**src/verilog/sbr_pkg.sv**
```systemverilog
// Purpose: shared constants of the serial rate and data register block
// Assumes: 8-bit register port, byte offsets as mapped on the internal bus
// Notes:   one clock, asynchronous active-low reset
package sbr_pkg;
    // ------------------------------------------------------------
    // register offsets
    // ------------------------------------------------------------
    localparam logic [7:0] LINE_STATUS_OFS     = 8'h50;
    localparam logic [7:0] CHAR_HOLDING_OFS    = 8'h51;
    localparam logic [7:0] RATE_CONFIG_OFS     = 8'h52;
    localparam logic [7:0] FRAME_CONTROL_A_OFS = 8'h53;
    localparam logic [7:0] FRAME_CONTROL_B_OFS = 8'h54;
    localparam logic [7:0] RX_FINE_DIVIDER_OFS = 8'h55;
    localparam logic [7:0] TX_FINE_DIVIDER_OFS = 8'h57;
    localparam logic [7:0] IRQ_MASK_OFS        = 8'h58;
    // ------------------------------------------------------------
    // field positions
    // ------------------------------------------------------------
    localparam int FIRST_STAGE_HI = 7;
    localparam int FIRST_STAGE_LO = 6;
    localparam int TX_DIV_HI      = 5;
    localparam int TX_DIV_LO      = 3;
    localparam int RX_DIV_HI      = 2;
    localparam int RX_DIV_LO      = 0;
    localparam int ST_TX_EMPTY    = 7;
    localparam int ST_TX_DONE     = 6;
    localparam int ST_RX_FULL     = 5;
    localparam int ST_IDLE        = 4;
    localparam int ST_OVERRUN     = 3;
    localparam int ST_NOISE       = 2;
    localparam int ST_FRAMING     = 1;
    localparam int CA_RX_BIT8     = 7;
    localparam int CA_TX_BIT8     = 6;
    localparam int CA_WORD_LEN    = 4;
    localparam int CB_TX_ENABLE   = 3;
    localparam int CB_RX_ENABLE   = 2;
    // ------------------------------------------------------------
    // reset values
    // ------------------------------------------------------------
    localparam logic [7:0] LINE_STATUS_RST  = 8'hC0;
    localparam logic [7:0] RATE_CONFIG_RST  = 8'h00;
    localparam logic [7:0] FINE_DIVIDER_RST = 8'h00;
    localparam logic [7:0] CONTROL_RST      = 8'h00;
    localparam logic [7:0] IRQ_MASK_RST     = 8'h00;
    // ------------------------------------------------------------
    // timing counts
    // ------------------------------------------------------------
    localparam logic [3:0] TICKS_PER_BIT_M1 = 4'hF;  // sixteen rate ticks a bit
    localparam logic [3:0] MID_BIT_TICK     = 4'h7;  // sample point in the bit
    localparam logic [3:0] BITS_8_FRAME     = 4'h9;  // start plus eight data
    localparam logic [3:0] BITS_9_FRAME     = 4'hA;  // start plus nine data
endpackage : sbr_pkg

```
**src/verilog/sbr_top.sv**
```systemverilog
// Purpose: data holding pair and rate generator of an asynchronous serial port
// Assumes: single bus clock REF_CLK_IN, byte register port with one-cycle read data
// Notes:   includes a minimal line shifter so the holding registers have a source and sink
//
// The address-and-strobe port was left to the implementer.
`timescale 1ns/1ps
// Notes on behaviour
// - data address: write tx, read rx
// - tx holding loads output shift register
// - rx holding loaded from input shifter
// - first stage factor 1,3,4,13
// - tx divisor two to field power
// - rx divisor two to field power
// - tx rate is clock over product
// - rx rate is clock over product
// - nonzero tx fine replaces tx divisor
// - nonzero rx fine replaces rx divisor
// - rx fine divides before sixteen stage
// - tx fine divides before sixteen stage
// - fine dividers reset to zero
// - rate prescaler bits reset to zero
// - empty flag cleared by status-read then write
// - word length selects eight or nine bits
module sbr_top (
    input  wire logic       REF_CLK_IN,
    input  wire logic       RESET_N_IN,
    input  wire logic [7:0] ADDR_IN,
    input  wire logic [7:0] WDATA_IN,
    input  wire logic       WR_IN,
    input  wire logic       RD_IN,
    output logic      [7:0] RDATA_OUT,
    input  wire logic       RXD_IN,
    output logic            TXD_OUT,
    output logic            IRQ_OUT
);
    // ------------------------------------------------------------
    // functions
    // ------------------------------------------------------------
    // first stage factor minus one
    function automatic logic [3:0] first_stage_m1(input logic [1:0] code);
        logic [3:0] f;
        f = 4'h0;
        case (code)
            2'b00: f = 4'h0;
            2'b01: f = 4'h2;
            2'b10: f = 4'h3;
            default: f = 4'hC;
        endcase
        return f;
    endfunction : first_stage_m1

    // rate tick period minus one: first stage times divisor, fine overrides divisor
    function automatic logic [11:0] rate_m1(input logic [1:0] pcode, input logic [2:0] dcode,
                                            input logic [7:0] fine);
        logic [11:0] pf;
        logic [11:0] df;
        pf = {8'h00, first_stage_m1(pcode)} + 12'h001;
        df = (fine != 8'h00) ? {4'h0, fine} : (12'h001 << dcode);
        return 12'(pf * df - 12'h001);
    endfunction : rate_m1

    // ------------------------------------------------------------
    // declarations
    // ------------------------------------------------------------
    logic [7:0]  rate_config_r;
    logic [7:0]  rx_fine_factor_r;
    logic [7:0]  tx_fine_factor_r;
    logic [7:0]  ctrl_a_r;
    logic [7:0]  ctrl_b_r;
    logic [7:0]  irq_mask_r;
    logic [7:0]  tx_holding_reg_r;
    logic [7:0]  rx_holding_reg_r;
    logic        rx_bit8_r;
    logic        tx_empty_flag_r;
    logic        tx_done_r;
    logic        rx_full_r;
    logic        overrun_r;
    logic        framing_r;
    logic        status_seen_r;
    logic [7:0]  rdata_r;
    logic [11:0] tx_pre_r;
    logic [11:0] rx_pre_r;
    logic        tx_tick;
    logic        rx_tick;
    logic [2:0]  rxd_sync_r;
    logic        rxd_level_r;
    logic        txd_r;

    typedef enum logic [1:0] {
        SBR_IDLE  = 2'b00,
        SBR_SHIFT = 2'b01,
        SBR_STOP  = 2'b10
    } sbr_state_e;

    sbr_state_e  tx_state_r;
    sbr_state_e  rx_state_r;
    logic [3:0]  tx_tick_r;
    logic [3:0]  tx_bit_r;
    logic [9:0]  tx_shift_r;
    logic [3:0]  rx_tick_r;
    logic [3:0]  rx_bit_r;
    logic [8:0]  rx_shift_r;

    // ------------------------------------------------------------
    // address decode
    // ------------------------------------------------------------
    wire         sel_status = (ADDR_IN == sbr_pkg::LINE_STATUS_OFS);
    wire         sel_data   = (ADDR_IN == sbr_pkg::CHAR_HOLDING_OFS);
    wire         sel_rate   = (ADDR_IN == sbr_pkg::RATE_CONFIG_OFS);
    wire         sel_ca     = (ADDR_IN == sbr_pkg::FRAME_CONTROL_A_OFS);
    wire         sel_cb     = (ADDR_IN == sbr_pkg::FRAME_CONTROL_B_OFS);
    wire         sel_rxf    = (ADDR_IN == sbr_pkg::RX_FINE_DIVIDER_OFS);
    wire         sel_txf    = (ADDR_IN == sbr_pkg::TX_FINE_DIVIDER_OFS);
    wire         sel_mask   = (ADDR_IN == sbr_pkg::IRQ_MASK_OFS);
    wire         data_wr    = WR_IN && sel_data;
    wire         data_rd    = RD_IN && sel_data;
    wire         nine_bits  = ctrl_a_r[sbr_pkg::CA_WORD_LEN];
    wire         tx_en      = ctrl_b_r[sbr_pkg::CB_TX_ENABLE];
    wire         rx_en      = ctrl_b_r[sbr_pkg::CB_RX_ENABLE];
    wire  [3:0]  frame_last = nine_bits ? sbr_pkg::BITS_9_FRAME : sbr_pkg::BITS_8_FRAME;

    // status byte as software sees it
    wire  [7:0]  status_byte = {tx_empty_flag_r, tx_done_r, rx_full_r, 1'b0, overrun_r, 1'b0, framing_r, 1'b0};

    // read mux, unmapped addresses read zero
    logic [7:0]  rd_mux;
    always_comb begin
        rd_mux = 8'h00;
        if (sel_status) begin
            rd_mux = status_byte;
        end else if (sel_data) begin
            rd_mux = rx_holding_reg_r;
        end else if (sel_rate) begin
            rd_mux = rate_config_r;
        end else if (sel_ca) begin
            rd_mux = {rx_bit8_r, ctrl_a_r[6:0]};
        end else if (sel_cb) begin
            rd_mux = ctrl_b_r;
        end else if (sel_rxf) begin
            rd_mux = rx_fine_factor_r;
        end else if (sel_txf) begin
            rd_mux = tx_fine_factor_r;
        end else if (sel_mask) begin
            rd_mux = irq_mask_r;
        end
    end

    // ------------------------------------------------------------
    // rate generators
    // ------------------------------------------------------------
    wire  [11:0] tx_period_m1 = rate_m1(rate_config_r[sbr_pkg::FIRST_STAGE_HI:sbr_pkg::FIRST_STAGE_LO],
                                        rate_config_r[sbr_pkg::TX_DIV_HI:sbr_pkg::TX_DIV_LO],
                                        tx_fine_factor_r);
    wire  [11:0] rx_period_m1 = rate_m1(rate_config_r[sbr_pkg::FIRST_STAGE_HI:sbr_pkg::FIRST_STAGE_LO],
                                        rate_config_r[sbr_pkg::RX_DIV_HI:sbr_pkg::RX_DIV_LO],
                                        rx_fine_factor_r);
    assign tx_tick = (tx_pre_r == 12'h000);
    assign rx_tick = (rx_pre_r == 12'h000);

    // down counters that pulse one rate tick per period
    always_ff @(posedge REF_CLK_IN or negedge RESET_N_IN) begin
        if (!RESET_N_IN) begin
            tx_pre_r <= 12'h000;
            rx_pre_r <= 12'h000;
        end else begin
            tx_pre_r <= tx_tick ? tx_period_m1 : tx_pre_r - 12'h001;
            rx_pre_r <= rx_tick ? rx_period_m1 : rx_pre_r - 12'h001;
        end
    end

    // ------------------------------------------------------------
    // register writes
    // ------------------------------------------------------------
    always_ff @(posedge REF_CLK_IN or negedge RESET_N_IN) begin
        if (!RESET_N_IN) begin
            rate_config_r    <= sbr_pkg::RATE_CONFIG_RST;
            rx_fine_factor_r <= sbr_pkg::FINE_DIVIDER_RST;
            tx_fine_factor_r <= sbr_pkg::FINE_DIVIDER_RST;
            ctrl_a_r         <= sbr_pkg::CONTROL_RST;
            ctrl_b_r         <= sbr_pkg::CONTROL_RST;
            irq_mask_r       <= sbr_pkg::IRQ_MASK_RST;
            tx_holding_reg_r <= 8'h00;
        end else begin
            if (WR_IN && sel_rate) begin
                rate_config_r <= WDATA_IN;
            end
            if (WR_IN && sel_rxf) begin
                rx_fine_factor_r <= WDATA_IN;
            end
            if (WR_IN && sel_txf) begin
                tx_fine_factor_r <= WDATA_IN;
            end
            if (WR_IN && sel_ca) begin
                ctrl_a_r <= {1'b0, WDATA_IN[6:0]};
            end
            if (WR_IN && sel_cb) begin
                ctrl_b_r <= WDATA_IN;
            end
            if (WR_IN && sel_mask) begin
                irq_mask_r <= WDATA_IN;
            end
            if (data_wr) begin
                tx_holding_reg_r <= WDATA_IN;
            end
        end
    end

    // read data one cycle after the strobe
    always_ff @(posedge REF_CLK_IN or negedge RESET_N_IN) begin
        if (!RESET_N_IN) begin
            rdata_r <= 8'h00;
        end else begin
            rdata_r <= RD_IN ? rd_mux : 8'h00;
        end
    end

    // ------------------------------------------------------------
    // status flags: set wins over clear
    // ------------------------------------------------------------
    wire         tx_load     = tx_en && !tx_empty_flag_r && (tx_state_r == SBR_IDLE) && tx_tick;
    wire         frame_sent  = (tx_state_r == SBR_STOP) && tx_tick && (tx_tick_r == sbr_pkg::TICKS_PER_BIT_M1);
    wire         rx_deliver  = (rx_state_r == SBR_STOP) && rx_tick && (rx_tick_r == sbr_pkg::MID_BIT_TICK);
    wire         clr_tx      = status_seen_r && data_wr;
    wire         clr_rx      = status_seen_r && data_rd;

    always_ff @(posedge REF_CLK_IN or negedge RESET_N_IN) begin
        if (!RESET_N_IN) begin
            tx_empty_flag_r <= 1'b1;
            tx_done_r       <= 1'b1;
            rx_full_r       <= 1'b0;
            overrun_r       <= 1'b0;
            framing_r       <= 1'b0;
            status_seen_r   <= 1'b0;
        end else begin
            if (RD_IN && sel_status) begin
                status_seen_r <= 1'b1;
            end else if (clr_tx || clr_rx) begin
                status_seen_r <= 1'b0;
            end
            tx_empty_flag_r <= tx_load | (tx_empty_flag_r & ~clr_tx);
            tx_done_r       <= frame_sent | (tx_done_r & ~clr_tx);
            rx_full_r       <= (rx_deliver & ~rx_full_r) | (rx_full_r & ~clr_rx);
            overrun_r       <= (rx_deliver & rx_full_r) | (overrun_r & ~clr_rx);
            framing_r       <= (rx_deliver & ~rx_full_r & ~rxd_level_r) | (framing_r & ~clr_rx);
        end
    end

    // ------------------------------------------------------------
    // transmit shifter
    // ------------------------------------------------------------
    always_ff @(posedge REF_CLK_IN or negedge RESET_N_IN) begin
        if (!RESET_N_IN) begin
            tx_state_r <= SBR_IDLE;
            tx_tick_r  <= 4'h0;
            tx_bit_r   <= 4'h0;
            tx_shift_r <= 10'h3FF;
            txd_r      <= 1'b1;
        end else begin
            case (tx_state_r)
                SBR_IDLE: begin
                    txd_r <= 1'b1;
                    if (tx_load) begin
                        tx_shift_r <= {ctrl_a_r[sbr_pkg::CA_TX_BIT8], tx_holding_reg_r, 1'b0};
                        tx_tick_r  <= 4'h0;
                        tx_bit_r   <= 4'h0;
                        tx_state_r <= SBR_SHIFT;
                    end
                end
                SBR_SHIFT: begin
                    txd_r <= tx_shift_r[0];
                    if (tx_tick) begin
                        tx_tick_r <= tx_tick_r + 4'h1;
                        if (tx_tick_r == sbr_pkg::TICKS_PER_BIT_M1) begin
                            tx_shift_r <= {1'b1, tx_shift_r[9:1]};
                            tx_bit_r   <= tx_bit_r + 4'h1;
                            if (tx_bit_r == frame_last - 4'h1) begin
                                tx_state_r <= SBR_STOP;
                            end
                        end
                    end
                end
                default: begin
                    txd_r <= 1'b1;                                    // stop bit
                    if (tx_tick) begin
                        tx_tick_r <= tx_tick_r + 4'h1;
                        if (tx_tick_r == sbr_pkg::TICKS_PER_BIT_M1) begin
                            tx_state_r <= SBR_IDLE;
                        end
                    end
                end
            endcase
        end
    end

    // ------------------------------------------------------------
    // receive synchroniser and shifter
    // ------------------------------------------------------------
    always_ff @(posedge REF_CLK_IN or negedge RESET_N_IN) begin
        if (!RESET_N_IN) begin
            rxd_sync_r  <= 3'b111;
            rxd_level_r <= 1'b1;
        end else begin
            rxd_sync_r <= {rxd_sync_r[1:0], RXD_IN};
            if (rxd_sync_r[1] == rxd_sync_r[2]) begin
                rxd_level_r <= rxd_sync_r[2];
            end
        end
    end

    always_ff @(posedge REF_CLK_IN or negedge RESET_N_IN) begin
        if (!RESET_N_IN) begin
            rx_state_r       <= SBR_IDLE;
            rx_tick_r        <= 4'h0;
            rx_bit_r         <= 4'h0;
            rx_shift_r       <= 9'h000;
            rx_holding_reg_r <= 8'h00;
            rx_bit8_r        <= 1'b0;
        end else begin
            case (rx_state_r)
                SBR_IDLE: begin
                    if (rx_en && !rxd_level_r && rx_tick) begin
                        rx_tick_r  <= 4'h1;
                        rx_bit_r   <= 4'h0;
                        rx_state_r <= SBR_SHIFT;
                    end
                end
                SBR_SHIFT: begin
                    if (rx_tick) begin
                        rx_tick_r <= rx_tick_r + 4'h1;
                        if (rx_tick_r == sbr_pkg::MID_BIT_TICK) begin
                            if (rx_bit_r == 4'h0 && rxd_level_r) begin
                                rx_state_r <= SBR_IDLE;               // false start
                            end else begin
                                if (rx_bit_r != 4'h0) begin
                                    rx_shift_r <= nine_bits ? {rxd_level_r, rx_shift_r[8:1]}
                                                            : {1'b0, rxd_level_r, rx_shift_r[7:1]};
                                end
                                rx_bit_r <= rx_bit_r + 4'h1;
                                if (rx_bit_r == frame_last - 4'h1) begin
                                    rx_state_r <= SBR_STOP;
                                end
                            end
                        end
                    end
                end
                default: begin
                    if (rx_tick) begin
                        rx_tick_r <= rx_tick_r + 4'h1;
                        if (rx_tick_r == sbr_pkg::MID_BIT_TICK) begin
                            rx_state_r <= SBR_IDLE;
                            if (!rx_full_r) begin
                                rx_holding_reg_r <= nine_bits ? rx_shift_r[7:0] : rx_shift_r[7:0];
                                rx_bit8_r        <= rx_shift_r[8];
                            end
                        end
                    end
                end
            endcase
        end
    end

    // ------------------------------------------------------------
    // outputs
    // ------------------------------------------------------------
    assign RDATA_OUT = rdata_r;
    assign TXD_OUT   = txd_r;
    assign IRQ_OUT   = |(status_byte & irq_mask_r);

endmodule : sbr_top

```
**config.mk**
```make
export PLATFORM = sky130hd
export DESIGN_NAME = sbr_top
export DESIGN_NICKNAME = d
export VERILOG_FILES = /design/src/verilog/sbr_pkg.sv /design/src/verilog/sbr_top.sv
export SDC_FILE = /design/constraint.sdc
export NUM_CORES = 1
export LEC_CHECK = 0
export ABC_AREA = 1
export BUFFER_PORTS_ARGS = -buffer_cell sky130_fd_sc_hd__buf_2
export CORE_MARGIN = 4
export CORE_UTILIZATION = 69
export DETAILED_ROUTE_END_ITERATION = 16
export PLACE_DENSITY = 0.84
export SLEW_MARGIN = 0
export SYNTH_ARGS = -nofsm -noshare
export SYNTH_HDL_FRONTEND = slang
export SYNTH_SLANG_ARGS = --single-unit
```
**constraint.sdc**
```tcl
create_clock -name REF_CLK_IN -period 13.5 [get_ports REF_CLK_IN]
set_clock_uncertainty 0.05 [all_clocks]
set_input_delay 1.35 -clock REF_CLK_IN [delete_from_list [all_inputs] [get_ports REF_CLK_IN]]
set_output_delay 1.35 -clock REF_CLK_IN [all_outputs]
set_load 0.005 [all_outputs]
```
# == Yosys cells after proc, flatten, opt, wreduce, memory -nomap -nowiden ==
# Index checks and enable logic that the tools add are counted.
# word_totals
out_inout_bits,10
register_bits,146
word_cells,193
input_bits,21
# op_classes
n_addsub,10
mux,52
n_mul,2
shift,2
bitwise_logic,20
n_eq_ne,28
n_reduce_logical,50
# op_table
cell,n
$mux W8,9
$eq A8 B7 Y1 const B,8
$mux W12,4
$mux W4,12
$sub A12 B1 Y12 const B,4
$mux W10,3
$mux W2,14
$logic_not A12 Y1,2
$shl A1 B3 Y12 const A,2
$logic_and A1 B1 Y1,21
$pmux W10 S2,1
$add A4 B1 Y4 const B,4
$ne A2 B2 Y1 const B,8
$pmux W4 S2,2
$reduce_bool A8 Y1,2
$reduce_bool A2 Y1,7
$mul A12 B12 Y12,1
$mul A5 B12 Y12,1
$pmux W4 S3,1
$reduce_and A6 Y1,2
$reduce_and A5 Y1,2
$mux W9,1
$and A1 B1 Y1,8
$and A8 B8 Y8,1
22 further kinds,44

# == Logic depth before layout (Yosys ltp) ==
# depth
depth_word,10
depth_mapped,25
depth_no_buf,24

# == Least setup slack after synthesis ==
# Ideal clock, no wire load.
# synth_timing
kind,reg2reg
start,reg rate_config_r[6]
end,reg tx_pre_r[8]
arrival_time_ns,4.429
t_required_ns,13.324
setup_time_ns,0.126
stages_incl_launch_ff,22
path_slack_ns,8.894
path_buffers,2
synth_period_minus_slack_ns,4.606
cell_sequence,dfrtp_1 nor2_1 clkbuf_1 ha_1 inv_1 clkbuf_1 nor2_1 fa_1 inv_1 fa_1 fa_1 inv_1 ha_1 nand2_1 o21ai_0 nand2_1 nand2_1 nand2_1 nand2_1 nand2_1 nand3_1 o21ai_0
# synth_between
elab_chain_cells,6
elab_cells_between_ends,8
classes_between,add/sub (2); mul (1); eq/ne (2); mux (2); reduce/logical (1)
# synth_lines
element,line,source
from (decl),sbr_top.sv:65,logic [7:0] rate_config_r;
from (signal assigned),sbr_top.sv:176,rate_config_r <= sbr_pkg::RATE_CONFIG_RST;
"$eq A2 B2 Y1, or another cell as far along",sbr_top.sv:43,case (code)
$pmux W4 S3 (*),sbr_top.sv:43,
$add A4 B1 Y5 (*),sbr_top.sv:57,"pf = {8'h00, first_stage_m1(pcode)} + 12'h001;"
$mul A12 B12 Y12 (*),sbr_top.sv:59,return 12'(pf * df - 12'h001);
$sub A12 B1 Y12 (*),sbr_top.sv:59,
$mux W12 (*),sbr_top.sv:166,tx_pre_r <= tx_tick ? tx_period_m1 : tx_pre_r - 12'h001;
to (signal assigned),sbr_top.sv:166,
to (decl),sbr_top.sv:81,logic [11:0] tx_pre_r;
# Mark *: on every way between the ends. The rest lies on a longest branch, timed or not.
# A chain may end at the register's enable or synchronous reset.

# == Final worst setup path ==
# layout_timing
start,reg rate_config_r[7]
end,reg tx_pre_r[8]
# The elaborated chain is that of the path after synthesis.

==> results.sh <==
export IMPL_post_layout_nonfiller_instances=1547
export IMPL_insertedDiodeCount=0
export IMPL_startpoint_type="flop"
export IMPL_worstMarginPinSlew_ns=1.02
export IMPL_yosysTopAreaCellShare_pct=31.9
export IMPL_finish_net_count=1467
export IMPL_synth_enable_flop_cells=0
export IMPL_power_internal_mw=0.875
export IMPL_die_area_um2=16700
export IMPL_worstSetupPathType="reg -> reg"
export IMPL_hold_start="rxd_sync_r[0]$_DFF_PN1_"
export IMPL_slew_violations=0
export IMPL_grt_pass1_wl_um=39800
export IMPL_endpoint_class_of_the_critical_path="flop"
export IMPL_synth_top_cell_by_area="sky130_fd_sc_hd__dfrtp_1"
export IMPL_worst_path_arrival_ns=5.54
export IMPL_clkLatencyLatePin_ns=0.42
export IMPL_grt_max_degree=80
export IMPL_p_leak_nw=5.57
export IMPL_rsz0062_at_grt="false"
export IMPL_gp_congestion=0.952
export IMPL_powerDensity_nw_per_um2=122
export IMPL_cts_inserted_buffers=17
export IMPL_worst_path_max_fanout=16
export IMPL_ir_drop_mv=0.107
export IMPL_critical_path_reg2reg_startpoint="rate_config_r[7]$_DFFE_PN0P_"
export IMPL_cts_tree="built"
export IMPL_detailedRoute_firstIterationViolations=702
export IMPL_synth_top_cells_by_area="sky130_fd_sc_hd__dfrtp_1 (32%), sky130_fd_sc_hd__nand2_1 (12%), sky130_fd_sc_hd__inv_1 (8.7%)"
export IMPL_post_synth_inst_count=1325
export IMPL_post_route_period_util_pct=39.1
export IMPL_ctsResizeCount=0
export IMPL_crit_path_start="rate_config_r[7]$_DFFE_PN0P_"
export IMPL_finalWirelength_um=23000
export IMPL_synth_area_um2=10100
export IMPL_crit_chain="inv_1, nor2_1, ha_1, inv_1, nor2_1, fa_1, inv_1, fa_1, fa_1, inv_1, ha_1, nand2_1, o21ai_0, nand2_1, nand2_1, nand2_1, nand2_1, nand2_1, nand3_1, o21ai_0"
export IMPL_critPathMaxStageDelay_ns=0.77
export IMPL_antenna_found_initial=0
export IMPL_post_cts_setup_buffer_count=0
export IMPL_grt_overflow=0
export IMPL_ctsHtreeMaxLevel=4
export IMPL_core_um2=14500
export IMPL_die_height_um=129
export IMPL_numPortBuffers=30
export IMPL_crit_path_top_delay_cell="sky130_fd_sc_hd__nor2_1"
export IMPL_worst_hold_path_type="reg -> reg"
export IMPL_dp_hpwl_um=16300
export IMPL_dominantRegCellSynth="sky130_fd_sc_hd__dfrtp_1"
export IMPL_cts_path_max_buffers=2
export IMPL_fmax_mhz=189
export IMPL_max_slew_margin_rel_pct=32.1
export IMPL_cpLargestDelayFamily="adder cells"
export IMPL_yosys_warnings=0
export IMPL_netSwitchingPower_mw=0.463
export IMPL_p_seq_share_pct=38.6
export IMPL_tns_ns=0
export IMPL_grtUsageTotal_pct=29.7
export IMPL_path_clk_slew_ns=0.07
export IMPL_hold_buffers=0
export IMPL_p_r_area_growth_vs_syn_pct=8.28
export IMPL_synthDistinctLibCells=49
export IMPL_yosys_cell_count_top_type="sky130_fd_sc_hd__nand2_1"
export IMPL_detail_route_first_pass_iterations=6
export IMPL_boundaryPins=31
export IMPL_final_antenna_net_count=0
export IMPL_chipWidth_um=129
export IMPL_syn_mean_instance_area_um2=7.64
export IMPL_utilization_pct=75.7
export IMPL_yosys_top_cells_count="sky130_fd_sc_hd__nand2_1 (317), sky130_fd_sc_hd__inv_1 (234), sky130_fd_sc_hd__dfrtp_1 (129), sky130_fd_sc_hd__nor2_1 (127)"
export IMPL_max_cap_violations=0
export IMPL_report_final_hold_viol_count=0
export IMPL_finalHoldWorstSlack_ns=0.307
export IMPL_drive_above_1_share_pct=9.98
export IMPL_comb_power_share_pct=26.9
export IMPL_std_cell_rows=44
export IMPL_syn_nets=1442
export IMPL_power_switching_fraction_pct=34.6
export IMPL_setup_violations_final=0
export IMPL_fillers=1090
export IMPL_async_reset_ff_share_pct=100
export IMPL_seq_area_frac_synth_pct=36.3
export IMPL_finalWorstPathRequiredPeriod_ns=5.28
export IMPL_crit_required_ns=13.76
export IMPL_crit_top_cell="sky130_fd_sc_hd__nand2_1"
export IMPL_drt_wirelength_per_cell_um=14.9
export IMPL_post_route_drc=0
export IMPL_first_global_vias=8554
export IMPL_dpl_cell_count=1515
export IMPL_cts_root_buffer_cell="sky130_fd_sc_hd__clkbuf_16"
export IMPL_num_vias=8705
export IMPL_vias_per_cell=5.63
export IMPL_initial_cell_density_of_the_core_pct=69.9
export IMPL_clock_sink_count=146
export IMPL_outcome="completed"
export IMPL_synth_seq_cells=146
export IMPL_power_clock_fraction_pct=34.5
export IMPL_path_buf_inv=4
-- cell families after synthesis --
logic type	Yosys count	share of synthesized area, %
xor+xnor	23	1.99
buf+inv	275	10.6
fa+ha+maj	97	15.1
mux	8	0.791
compound gates	197	10.6
simple gates	579	24.7
flops	146	36.3
-- sequential cells by signal, summed over array words and instances, names as in the netlist, 9 cells and up --
signal      flops
rx_shift_r      9
tx_pre_r       12
tx_shift_r     10
rx_pre_r       12
-- area by class of cell --
class	instances	area, um^2	area share (%)
timing repair buffer	31	164	1.50
tap	184	230	2.10
clock buffer	18	429	3.91
sequential	146	3670	33.5
inverter	250	946	8.63
clock inverter	14	146	1.34
multi-input combinational	904	5370	49.0
-- power by group through the flow --
stage / clock network, mW / logic, mW / registers, mW
2_1_floorplan: 0 / 0.271 / 0.515
3_3_place_gp: 0 / 0.337 / 0.523
3_5_place_dp: 0 / 0.348 / 0.524
4_1_cts: 0.465 / 0.357 / 0.517
5_1_grt: 0.486 / 0.415 / 0.523
6_report: 0.461 / 0.360 / 0.517
-- layout by cell type, fill, tap and decap left out, types with 36 or more instances in the layout --
cell type / count
sky130_fd_sc_hd__o21ai_0: 63
sky130_fd_sc_hd__nor2_1: 127
sky130_fd_sc_hd__nand3_1: 49
sky130_fd_sc_hd__fa_1: 42
sky130_fd_sc_hd__dfrtp_1: 129
sky130_fd_sc_hd__nand2_1: 317
sky130_fd_sc_hd__ha_1: 54
sky130_fd_sc_hd__o21ai_1: 63
sky130_fd_sc_hd__inv_1: 234
sky130_fd_sc_hd__a21oi_1: 36
-- worst paths after layout --
check / cells past startpoint / slack (ns) / to
min in group asynchronous: 1 / 0.90 / rx_pre_r[10]$_DFF_PN0_
worst max-delay path: 20 / 8.22 / tx_pre_r[8]$_DFF_PN0_
worst min register to register: 0 / 0.31 / rxd_sync_r[1]$_DFF_PN1_
max in group asynchronous: 2 / 11.12 / ctrl_a_r[6]$_DFFE_PN0P_
worst min-delay path: 0 / 0.31 / rxd_sync_r[1]$_DFF_PN1_
worst max register to register: 20 / 8.22 / tx_pre_r[8]$_DFF_PN0_
-- per-stage QoR --
| stage | cell area, um^2 | total power [mW] | setup WS (ns) |
|---|---|---|---|
| 2_1_floorplan | 10100 | 0.786 | 8.89 |
| 3_3_place_gp | 10400 | 0.860 | 8.60 |
| 3_5_place_dp | 10400 | 0.871 | 8.31 |
| 4_1_cts | 11000 | 1.34 | 8.29 |
| 5_1_grt | 11000 | 1.42 | 7.81 |
| 6_report | 11000 | 1.34 | 8.22 |
-- metal layers --
layer  part of all wire, %  wire length (um)  track usage, %  up-vias
met1                    44             10100            40.6     4100
met4                   3.4               777            13.5        0
li1                      -                 -               -     4223
met2                    47             10800            47.0      315
met3                   5.7              1320            5.03       67
met5                     0                 0               0        -
(Power assumes the default switching activity.)
